$ cat src/shared/eew_pkg.sv
// constants, types and byte-sequence decoding for the eeprom write-side host controller
// assumes one 10 MHz clock; the eeprom sits on plain parallel pins beside this controller
package eew_pkg;

	////////////////////////////////////////////////////////////////////////////////
	// clock and widths
	localparam int CLK_PERIOD_NS = 100;  // 10 MHz system clock
	localparam int ADDR_W        = 17;   // byte address of one 128k die
	localparam int DATA_W        = 8;    // byte-wide data pins
	localparam int TIMER_W       = 18;   // wide enough for the write cycle count
	localparam int PHASE_W       = 3;    // bus cycle phase counter
	localparam int PAGE_BYTES    = 128;  // bytes in one page
	localparam int PAGE_LSB      = 7;    // low address bits select the byte in a page

	////////////////////////////////////////////////////////////////////////////////
	// times as printed, then cycle counts (all round up except the load window, which rounds down)
	localparam int T_PULSE_NS       = 250;  // strobe low width we give every write
	localparam int T_GLITCH_NS      = 20;   // pulses this short are rejected as noise
	localparam int T_ACC_NS         = 250;  // read access we allow before sampling
	localparam int T_LOAD_WINDOW_US = 30;   // longest gap between page bytes
	localparam int T_AUTO_START_US  = 100;  // idle strobes before programming starts
	localparam int T_RECOVER_US     = 100;  // protect-reset high before first write
	localparam int T_GUARD_MS       = 10;   // protect-reset high after last byte
	localparam int T_WRITE_CYCLE_MS = 15;   // longest internal write cycle

	localparam int PULSE_CYC   = (T_PULSE_NS + CLK_PERIOD_NS - 1) / CLK_PERIOD_NS;
	localparam int GLITCH_CYC  = (T_GLITCH_NS + CLK_PERIOD_NS - 1) / CLK_PERIOD_NS;
	localparam int ACC_CYC     = (T_ACC_NS + CLK_PERIOD_NS - 1) / CLK_PERIOD_NS;
	localparam int WINDOW_CYC  = (T_LOAD_WINDOW_US * 1000) / CLK_PERIOD_NS;
	localparam int STROBE_LAST = PULSE_CYC + 2;                 // last phase of a write
	localparam int WINDOW_WAIT = WINDOW_CYC - STROBE_LAST - 2;  // leaves room for next strobe
	localparam int AUTO_CYC    = (T_AUTO_START_US * 1000 + CLK_PERIOD_NS - 1) / CLK_PERIOD_NS;
	localparam int RECOVER_CYC = (T_RECOVER_US * 1000 + CLK_PERIOD_NS - 1) / CLK_PERIOD_NS;
	localparam int GUARD_CYC   = (T_GUARD_MS * 1000000 + CLK_PERIOD_NS - 1) / CLK_PERIOD_NS;
	localparam int WRITE_CYC   = (T_WRITE_CYCLE_MS * 1000000 + CLK_PERIOD_NS - 1) / CLK_PERIOD_NS;

	////////////////////////////////////////////////////////////////////////////////
	// software protection command bytes
	localparam logic [ADDR_W-1:0] SEQ_ADDR_A  = 17'h0_5555;  // first command address
	localparam logic [ADDR_W-1:0] SEQ_ADDR_B  = 17'h0_2AAA;  // second command address
	localparam logic [DATA_W-1:0] SEQ_KEY_1   = 8'hAA;
	localparam logic [DATA_W-1:0] SEQ_KEY_2   = 8'h55;
	localparam logic [DATA_W-1:0] SEQ_ERASE   = 8'h80;       // third byte of cancel
	localparam logic [DATA_W-1:0] SEQ_CANCEL  = 8'h20;       // last byte of cancel
	localparam logic [DATA_W-1:0] SEQ_LOCK    = 8'hA0;       // third byte of lock
	localparam int                LOCK_LEN    = 3;
	localparam int                UNLOCK_LEN  = 6;

	////////////////////////////////////////////////////////////////////////////////
	// types
	typedef enum logic [1:0] {
		OP_WRITE  = 2'b00,  // load one byte, page continues while compatible
		OP_READ   = 2'b01,  // one plain read
		OP_LOCK   = 2'b10,  // three-byte prefix alone
		OP_UNLOCK = 2'b11   // six-byte cancel
	} eew_op_e;

	typedef enum logic [2:0] {
		ST_PROTECT = 3'b000,  // protect-reset held low
		ST_WAKE    = 3'b001,  // recovery after raising protect-reset
		ST_IDLE    = 3'b010,
		ST_STROBE  = 3'b011,  // one write bus cycle
		ST_WINDOW  = 3'b100,  // page load window open
		ST_SETTLE  = 3'b101,  // strobes idle until auto program
		ST_POLL    = 3'b110,  // polling reads until done
		ST_READ    = 3'b111   // one user read
	} eew_state_e;

	// command sequence address by position
	function automatic logic [ADDR_W-1:0] seqAddr(input logic [PHASE_W-1:0] idx);
		seqAddr = (idx == 3'd1 || idx == 3'd4) ? SEQ_ADDR_B : SEQ_ADDR_A;
	endfunction : seqAddr

	// command sequence data by operation and position
	function automatic logic [DATA_W-1:0] seqData(input eew_op_e op, input logic [PHASE_W-1:0] idx);
		unique case (idx)
			3'd0, 3'd3: seqData = SEQ_KEY_1;
			3'd1, 3'd4: seqData = SEQ_KEY_2;
			3'd2:       seqData = (op == OP_UNLOCK) ? SEQ_ERASE : SEQ_LOCK;
			default:    seqData = SEQ_CANCEL;
		endcase
	endfunction : seqData

endpackage : eew_pkg

$ cat src/shared/eew_timer_if.sv
// load and expiry signals between the host controller and its countdown timers
// assumes both ends share the controller clock
`timescale 1ns/1ps
interface eew_timer_if;
	import eew_pkg::*;
	logic               load;       // one-cycle load request
	logic [TIMER_W-1:0] loadValue;  // cycles until expiry
	logic               expired;    // level, high once the count has run out
	modport timer (input load, input loadValue, output expired);
	modport user (output load, output loadValue, input expired);
endinterface : eew_timer_if

$ cat src/design/eew_timer.sv
// countdown timer: expires the given number of cycles after a load
// assumes synchronous active-high reset; reads as expired out of reset
`timescale 1ns/1ps
module eew_timer (
	input wire logic     clock,
	input wire logic     rst,
	eew_timer_if.timer   tif
);
	import eew_pkg::*;

	logic [TIMER_W-1:0] count_reg;    // cycles still to run
	logic [TIMER_W-1:0] count_next;
	logic               expired_reg;  // run out, held until next load
	logic               expired_next;

	// load wins over counting so a reload never loses a cycle
	always_comb begin
		count_next   = count_reg;
		expired_next = expired_reg;
		if (tif.load) begin
			count_next   = tif.loadValue;
			expired_next = 1'b0;
		end else if (count_reg > 1) begin
			count_next = count_reg - 1'b1;
		end else begin
			count_next   = '0;
			expired_next = 1'b1;
		end
	end

	// state registers
	always_ff @(posedge clock) begin
		if (rst) begin
			count_reg   <= '0;
			expired_reg <= 1'b1;
		end else begin
			count_reg   <= count_next;
			expired_reg <= expired_next;
		end
	end

	assign tif.expired = expired_reg;
endmodule : eew_timer

$ cat src/design/eew_host_ctrl.sv
// host-side controller that drives a byte-wide eeprom through its pins
// assumes memReadyBusy is pulled up outside and all pin inputs are synchronous to clock
`timescale 1ns/1ps
module eew_host_ctrl #(
	parameter int GUARD_CYCLES = eew_pkg::GUARD_CYC,  // protect-reset hold after last byte
	parameter int WRITE_CYCLES = eew_pkg::WRITE_CYC   // polling gives up after this
) (
	input  wire logic                         clock,
	input  wire logic                         rst,
	input  wire logic                         powerGood,      // low while supply ramps
	input  wire logic                         softProtect,    // prefix every page
	input  wire logic                         cmdValid,
	input  wire eew_pkg::eew_op_e             cmdOp,
	input  wire logic [eew_pkg::ADDR_W-1:0]   cmdAddr,
	input  wire logic [eew_pkg::DATA_W-1:0]   cmdData,
	input  wire logic                         cmdLast,        // closes the page
	output logic                              cmdAck,
	output logic                              rspValid,
	output logic [eew_pkg::DATA_W-1:0]        rspData,
	output logic                              rspError,
	output logic                              busy,
	output logic [eew_pkg::ADDR_W-1:0]        memAddr,
	input  wire logic [eew_pkg::DATA_W-1:0]   memDqIn,
	output logic [eew_pkg::DATA_W-1:0]        memDqOut,
	output logic                              memDqOeN,
	output logic                              memCeN,
	output logic                              memOeN,
	output logic                              memWeN,
	input  wire logic                         memReadyBusy,   // high when released
	output logic                              protectResetN
);
	import eew_pkg::*;

	if (GUARD_CYCLES < 1 || GUARD_CYCLES >= 2 ** TIMER_W) $error("GUARD_CYCLES out of range");
	if (WRITE_CYCLES < 1 || WRITE_CYCLES >= 2 ** TIMER_W) $error("WRITE_CYCLES out of range");
	if (STROBE_LAST >= 2 ** PHASE_W) $error("phase counter too narrow");

	////////////////////////////////////////////////////////////////////////////////
	// timers: main for waits in the sequence, guard for the hold after the last byte
	eew_timer_if mainIf ();
	eew_timer_if guardIf ();
	eew_timer mainTimer (.clock(clock), .rst(rst), .tif(mainIf));
	eew_timer guardTimer (.clock(clock), .rst(rst), .tif(guardIf));

	////////////////////////////////////////////////////////////////////////////////
	// sequencing state
	eew_state_e                 state_reg, state_next;
	logic [PHASE_W-1:0]         phase_reg, phase_next;        // phase within a bus cycle
	eew_op_e                    op_reg, op_next;              // operation in progress
	logic [PHASE_W-1:0]         seqIdx_reg, seqIdx_next;      // command byte position
	logic [PHASE_W-1:0]         seqLen_reg, seqLen_next;      // command bytes to send
	logic                       userPend_reg, userPend_next;  // user byte still to send
	logic                       userByte_reg, userByte_next;  // current strobe carries user data
	logic                       hasData_reg, hasData_next;    // page loaded real data
	logic                       last_reg, last_next;          // page closed by the user
	logic [ADDR_W-1:0]          uAddr_reg, uAddr_next;        // held user address
	logic [DATA_W-1:0]          uData_reg, uData_next;        // held user data
	logic [ADDR_W-PAGE_LSB-1:0] page_reg, page_next;          // upper bits of open page
	logic [PAGE_LSB:0]          pageCnt_reg, pageCnt_next;    // bytes loaded in page
	logic [DATA_W-1:0]          lastData_reg, lastData_next;  // last byte loaded
	logic [ADDR_W-1:0]          addr_next;
	logic [DATA_W-1:0]          dq_next, rspData_next;
	logic ack_next, rspValid_next, rspError_next, busy_next, prot_next;
	logic ceN_next, oeN_next, weN_next, dqOeN_next;
	logic inFlight;  // programming may be under way

	assign inFlight = state_reg inside {ST_STROBE, ST_WINDOW, ST_SETTLE, ST_POLL};

	////////////////////////////////////////////////////////////////////////////////
	// next-state logic
	always_comb begin
		state_next = state_reg;  phase_next = phase_reg;  op_next = op_reg;
		seqIdx_next = seqIdx_reg;  seqLen_next = seqLen_reg;  userPend_next = userPend_reg;
		userByte_next = userByte_reg;  hasData_next = hasData_reg;  last_next = last_reg;
		uAddr_next = uAddr_reg;  uData_next = uData_reg;  page_next = page_reg;
		pageCnt_next = pageCnt_reg;  lastData_next = lastData_reg;
		addr_next = memAddr;  dq_next = memDqOut;  rspData_next = rspData;
		ack_next = 1'b0;  rspValid_next = 1'b0;  rspError_next = 1'b0;
		prot_next = protectResetN;
		mainIf.load = 1'b0;  mainIf.loadValue = '0;
		guardIf.load = 1'b0;  guardIf.loadValue = TIMER_W'(GUARD_CYCLES);
		unique case (state_reg)
			ST_PROTECT: if (powerGood) begin
				prot_next = 1'b1;
				mainIf.load = 1'b1;
				mainIf.loadValue = TIMER_W'(RECOVER_CYC);
				state_next = ST_WAKE;
			end
			ST_WAKE: if (mainIf.expired) state_next = ST_IDLE;
			ST_IDLE: begin
				if (!powerGood && guardIf.expired) begin
					prot_next = 1'b0;
					state_next = ST_PROTECT;
				end else if (cmdValid && powerGood) begin
					ack_next = 1'b1;
					op_next = cmdOp;  uAddr_next = cmdAddr;  uData_next = cmdData;
					last_next = cmdLast;  seqIdx_next = '0;  phase_next = '0;
					hasData_next = 1'b0;  pageCnt_next = '0;
					page_next = cmdAddr[ADDR_W-1:PAGE_LSB];
					addr_next = seqAddr('0);
					dq_next = seqData(cmdOp, '0);
					userByte_next = 1'b0;
					state_next = ST_STROBE;
					unique case (cmdOp)
						OP_WRITE: begin
							userPend_next = softProtect;
							seqLen_next = softProtect ? PHASE_W'(LOCK_LEN) : '0;
							if (!softProtect) begin
								addr_next = cmdAddr;  dq_next = cmdData;  userByte_next = 1'b1;
							end
						end
						OP_READ: begin
							addr_next = cmdAddr;
							state_next = ST_READ;
						end
						OP_LOCK: begin
							userPend_next = 1'b0;
							seqLen_next = PHASE_W'(LOCK_LEN);
						end
						OP_UNLOCK: begin
							userPend_next = 1'b0;
							seqLen_next = PHASE_W'(UNLOCK_LEN);
						end
					endcase
				end
			end
			ST_STROBE: begin
				phase_next = phase_reg + 1'b1;
				if (phase_reg == PHASE_W'(STROBE_LAST)) begin
					phase_next = '0;
					if (userByte_reg) begin
						hasData_next = 1'b1;
						lastData_next = memDqOut;
						pageCnt_next = pageCnt_reg + 1'b1;
						guardIf.load = 1'b1;
					end
					if (seqIdx_reg + 1'b1 < seqLen_reg) begin
						seqIdx_next = seqIdx_reg + 1'b1;
						addr_next = seqAddr(seqIdx_next);
						dq_next = seqData(op_reg, seqIdx_next);
					end else if (userPend_reg) begin
						userPend_next = 1'b0;  userByte_next = 1'b1;
						addr_next = uAddr_reg;  dq_next = uData_reg;
					end else if (op_reg == OP_WRITE && !last_reg &&
							pageCnt_next < (PAGE_LSB + 1)'(PAGE_BYTES)) begin
						mainIf.load = 1'b1;
						mainIf.loadValue = TIMER_W'(WINDOW_WAIT);
						state_next = ST_WINDOW;
					end else begin
						mainIf.load = 1'b1;
						mainIf.loadValue = TIMER_W'(AUTO_CYC);
						state_next = ST_SETTLE;
					end
				end
			end
			ST_WINDOW: begin
				if (cmdValid && cmdOp == OP_WRITE && !mainIf.expired &&
						cmdAddr[ADDR_W-1:PAGE_LSB] == page_reg) begin
					ack_next = 1'b1;
					addr_next = cmdAddr;  dq_next = cmdData;  last_next = cmdLast;
					userByte_next = 1'b1;  phase_next = '0;
					state_next = ST_STROBE;
				end else if (cmdValid || mainIf.expired) begin
					mainIf.load = 1'b1;
					mainIf.loadValue = TIMER_W'(AUTO_CYC);
					state_next = ST_SETTLE;
				end
			end
			ST_SETTLE: if (mainIf.expired) begin
				phase_next = '0;
				state_next = hasData_reg ? ST_POLL : ST_IDLE;
				mainIf.load = hasData_reg;
				mainIf.loadValue = TIMER_W'(WRITE_CYCLES);
			end
			ST_POLL: begin
				phase_next = (phase_reg == PHASE_W'(ACC_CYC + 1)) ? '0 : phase_reg + 1'b1;
				if (phase_reg == PHASE_W'(ACC_CYC)) begin
					if (memDqIn[DATA_W-1] == lastData_reg[DATA_W-1] && memReadyBusy) begin
						rspValid_next = 1'b1;
						rspData_next = memDqIn;
						state_next = ST_IDLE;
					end else if (mainIf.expired) begin
						rspValid_next = 1'b1;
						rspError_next = 1'b1;
						rspData_next = memDqIn;
						state_next = ST_IDLE;
					end
				end
			end
			ST_READ: begin
				phase_next = phase_reg + 1'b1;
				if (phase_reg == PHASE_W'(ACC_CYC)) begin
					rspValid_next = 1'b1;
					rspData_next = memDqIn;
				end else if (phase_reg == PHASE_W'(ACC_CYC + 1)) begin
					state_next = ST_IDLE;
				end
			end
		endcase
		// supply failing mid-operation: protect at once and report the lost write
		if (!powerGood && state_reg != ST_PROTECT && state_reg != ST_IDLE) begin
			prot_next = 1'b0;
			rspValid_next = inFlight;
			rspError_next = inFlight;
			state_next = ST_PROTECT;
		end
		busy_next = state_next != ST_IDLE;
	end

	// pin levels follow the next state and phase so every pin leaves a flip-flop
	always_comb begin
		ceN_next = 1'b1;  oeN_next = 1'b1;  weN_next = 1'b1;  dqOeN_next = 1'b1;
		if (state_next == ST_STROBE && phase_next <= PHASE_W'(PULSE_CYC + 1)) begin
			ceN_next = 1'b0;
			dqOeN_next = 1'b0;
			weN_next = !(phase_next >= 1 && phase_next <= PHASE_W'(PULSE_CYC));
		end else if ((state_next == ST_POLL || state_next == ST_READ) &&
				phase_next <= PHASE_W'(ACC_CYC)) begin
			ceN_next = 1'b0;
			oeN_next = 1'b0;
		end
		if (!prot_next) begin
			ceN_next = 1'b1;
			oeN_next = 1'b1;  weN_next = 1'b1;  dqOeN_next = 1'b1;
		end
	end

	////////////////////////////////////////////////////////////////////////////////
	// registers
	always_ff @(posedge clock) begin
		if (rst) begin
			state_reg <= ST_PROTECT;  phase_reg <= '0;  op_reg <= OP_WRITE;
			seqIdx_reg <= '0;  seqLen_reg <= '0;  userPend_reg <= 1'b0;  userByte_reg <= 1'b0;
			hasData_reg <= 1'b0;  last_reg <= 1'b0;  uAddr_reg <= '0;  uData_reg <= '0;
			page_reg <= '0;  pageCnt_reg <= '0;  lastData_reg <= '0;
			memAddr <= '0;  memDqOut <= '0;  rspData <= '0;
			cmdAck <= 1'b0;  rspValid <= 1'b0;  rspError <= 1'b0;  busy <= 1'b1;
			protectResetN <= 1'b0;
			memCeN <= 1'b1;  memOeN <= 1'b1;  memWeN <= 1'b1;  memDqOeN <= 1'b1;
		end else begin
			state_reg <= state_next;  phase_reg <= phase_next;  op_reg <= op_next;
			seqIdx_reg <= seqIdx_next;  seqLen_reg <= seqLen_next;
			userPend_reg <= userPend_next;  userByte_reg <= userByte_next;
			hasData_reg <= hasData_next;  last_reg <= last_next;
			uAddr_reg <= uAddr_next;  uData_reg <= uData_next;
			page_reg <= page_next;  pageCnt_reg <= pageCnt_next;  lastData_reg <= lastData_next;
			memAddr <= addr_next;  memDqOut <= dq_next;  rspData <= rspData_next;
			cmdAck <= ack_next;  rspValid <= rspValid_next;  rspError <= rspError_next;
			busy <= busy_next;  protectResetN <= prot_next;
			memCeN <= ceN_next;  memOeN <= oeN_next;  memWeN <= weN_next;  memDqOeN <= dqOeN_next;
		end
	end

	logic [9:0] gapCnt;  // cycles since the last strobe rose while a page is open
	always_ff @(posedge clock) begin
		if (rst || state_reg == ST_STROBE || state_reg == ST_IDLE) gapCnt <= '0;
		else if (state_reg == ST_WINDOW) gapCnt <= gapCnt + 1'b1;
	end
endmodule : eew_host_ctrl

$ cat config.mk
export PLATFORM = sky130hd
export DESIGN_NAME = eew_host_ctrl
export DESIGN_NICKNAME = d
export VERILOG_FILES = /design/src/shared/eew_pkg.sv /design/src/shared/eew_timer_if.sv /design/src/design/eew_timer.sv /design/src/design/eew_host_ctrl.sv
export SDC_FILE = /design/constraint.sdc
export NUM_CORES = 1
export LEC_CHECK = 0
export ABC_AREA = 1
export CORE_MARGIN = 4
export CORE_UTILIZATION = 58
export CTS_CLUSTER_SIZE = 28
export DETAILED_ROUTE_END_ITERATION = 8
export DONT_BUFFER_PORTS = 1
export GPL_ROUTABILITY_DRIVEN = 0
export PLACE_DENSITY = 0.84
export SKIP_CTS_REPAIR_TIMING = 1
export SLEW_MARGIN = 40
export SYNTH_ARGS = -nofsm -noshare
export SYNTH_HDL_FRONTEND = slang
export SYNTH_HIERARCHICAL = 1
export SYNTH_SLANG_ARGS = --single-unit
$ cat constraint.sdc
create_clock -name clock -period 3.9 [get_ports clock]
set_input_delay 0 -clock clock [delete_from_list [all_inputs] [get_ports clock]]
set_output_delay 0 -clock clock [all_outputs]
set_load 0.02 [all_outputs]
==> summary.md <==
| Metric | Value |
|---|---|
| Run status | `finished, violations left` |
| Failing checks | `negative hold slack` |
| Crit. End Element | `flip-flop` |
| Avg Inst Size Synth | `6.97 um2` |
| Gr usage total | `23.9%` |
| Element type at the critical path start | `flip-flop` |
| Final non-filler cell total | `1213` |
| Worst path required time | `4.24 ns` |
| Unrepaired setup endpoints after global routing | `no` |
| Global-route wire length before repair | `27.6 mm` |
| DIE AREA | `13900 um2` |
| Initial antenna violation count | `1` |
| Crit share post-route | `79.1%` |
| Layout cells sized above 1 | `10.8%` |
| Final ANT Viol Nets | `0` |
| Synth Register Bits | `132` |
| Core Rows | `39` |
| Placed insts | `1140` |
| Die Y | `118 um` |
| H-tree depth | `4` |
| Router iterations before antenna repair | `6` |
| Crit-path max FO | `24` |
| Clk buf depth | `2` |
| Core ar. | `11600 um2` |
| Overflow after GRT | `0` |
| Synth warnings | `6` |
| Clock-pin slew on the worst setup and hold paths | `0.06 ns` |
| CP cell instances | `ha_1, xnor2_1, inv_1, ha_1, inv_1, o21ai_0, inv_1, nand2_1, inv_1, a21oi_2, o21ai_0, a31oi_1` |
| Top Family by Delay on Critical Path | `compound AO/OA/AOI/OAI gates` |
| CP max stage delay | `0.57 ns` |
| Synth Instances | `1007` |
| Maximum vdd drop | `0.402 mV` |
| CTS tree | `done` |
| Initial Util | `60.4%` |
| Async SR Flop Fraction | `0%` |
| Crit-path most repeated cell | `inv_1` |
| Setup WS post-layout | `0.814 ns` |
| Number of flops mapped to enable cells by yosys | `0` |
| Nets | `1115` |
| Max Freq | `0.324 GHz` |
| Final Hold Fails | `1` |
| Setup_tns | `0 ns` |
| PD cells | `631 nW/um2` |
| Via-per-instance ratio | `5.60` |
| Critical path type | `reg2reg` |
| Max Slew Vio Count | `0` |
| Dpl hpwl | `11.5 mm` |
| DRC viols | `0` |
| Vias in the first global route | `5793` |
| Leakage power | `0.00338 uW` |
| Port bufs | `0` |
| Min Tclk post-route | `3.09 ns` |
| Top Ports | `84` |
| Num CTS Buffers | `17` |
| Fillers | `897` |
| Die width | `118 um` |
| DRT Wirelength | `18.1 mm` |
| CP max-delay cell | `a21oi_2` |
| Worst hold margin | `-0.00583 ns` |
| Buf/Inv on CP | `4` |
| DR WL/cell | `14.9 um` |
| Clock Latency Late Sink | `0.42 ns` |
| CTS sink count | `132` |
| Largest net degree at the start of global routing | `76` |
| Relative slew slack | `48.6%` |
| Min-Delay Path Class | `in2reg` |
| Post-Synthesis Cell Area | `7010 um2` |
| Clock Skews | `0.00813 ns` |
| Worst Path Arrival | `3.42 ns` |
| Worst slew pin tran | `0.770 ns` |
| R2R setup slack | `0.81 ns` |
| Via Count | `6793` |
| Root Buffer | `clkbuf_16` |
| Setup WS pre-CTS | `0.939 ns` |
| MaxCap Viol Count | `0` |
| Ys flop type | `dfxtp_1` |
| # setup viols final | `0` |
| Number of distinct library cells after synthesis | `47` |
| Drt first-iter violations | `795` |
| Sequential share of the synthesized area | `37.7%` |
| Area Overhead vs Synth | `15.4%` |
| Fin util | `69.7%` |
-- layout make-up --
type | count | area, um2 | share of cell area, %
antenna | 1 | 2.50 | 0.0309
clock buffer | 20 | 457 | 5.64
clock inverter | 11 | 104 | 1.28
inverter | 106 | 403 | 4.98
multi-input combinational | 754 | 3840 | 47.5
sequential | 132 | 2640 | 32.6
tap | 143 | 179 | 2.21
timing repair buffer | 46 | 465 | 5.75
-- worst reg2reg max path, stage by stage (launching register included) --
cell and delay, ns:
dfxtp_1 0.36, ha_1 0.22, xnor2_1 0.24, inv_1 0.12, ha_1 0.30, inv_1 0.04, o21ai_0 0.15, inv_1 0.05
nand2_1 0.16, inv_1 0.37, a21oi_2 0.58, o21ai_0 0.21, a31oi_1 0.20
-- per-stage QoR --
step	hold slack, ns	cell area, um2	power, uW
after floorplan	0.135	7100	3300
after global placement	0.0690	7110	3490
after detailed placement	0.0704	7110	3530
after CTS	-0.372	7670	5040
after global routing	0.00759	8100	5470
final	-0.00583	8100	5110
-- cells in the mapped netlist (16+ instances only) --
library cell	n	area (um2)
o21ai_0	87	435
nand4_1	17	106
dfxtp_1	132	2640
nand3_1	59	295
clkbuf_1	23	86.3
a21oi_2	17	149
nand2_1	231	867
a21oi_1	76	380
ha_1	16	200
a31oi_1	21	131
inv_1	98	368
nand2_2	27	169
nor2_1	101	379
-- cells in the final DEF, fill, tap and decap left out, drive strengths merged, types with 20 or more instances in the layout --
| cell | count |
|---|---|
| a21oi | 93 |
| a31oi | 21 |
| clkbuf | 20 |
| conb | 24 |
| dfxtp | 132 |
| dlygate4sd3 | 40 |
| inv | 107 |
| nand2 | 260 |
| nand3 | 62 |
| nor2 | 116 |
| o21ai | 93 |
-- kinds of logic (layout without fill, tap and decap cells) --
family / after synthesis / in the layout / share of synthesized area [%]
fa+ha+maj: 16 / 16 / 2.85
compound gates: 222 / 222 / 17.7
xor+xnor: 17 / 17 / 2.12
flops: 132 / 132 / 37.7
buf+inv: 143 / 183 / 8.69
simple gates: 475 / 475 / 30.8
other cells: 2 / 25 / 0.107
-- per-layer routing --
layer,up-vias,wire [um],global-route usage (%)
met3,37,1460,7.35
met2,283,8490,37.3
met5,-,0,0
met1,3105,7810,31.6
li1,3368,-,-
met4,0,331,7.69
-- worst paths after layout --
kind	startpoint	endpoint	cells past startpoint
max reg2reg	seqIdx_reg[0]	memDqOut[0]	12
min	softProtect	seqLen_reg[1]	4
max	seqIdx_reg[0]	memDqOut[0]	12
min reg2reg	uData_reg[2]	uData_reg[2]	2
-- power by group --
group	internal [uW]	total, uW	switching [uW]
combinational	661	1800	1140
sequential	1550	1800	250
clock	908	1510	600
total	3120	5110	1990
No activity file was read; power rests on OpenSTA's default activity.
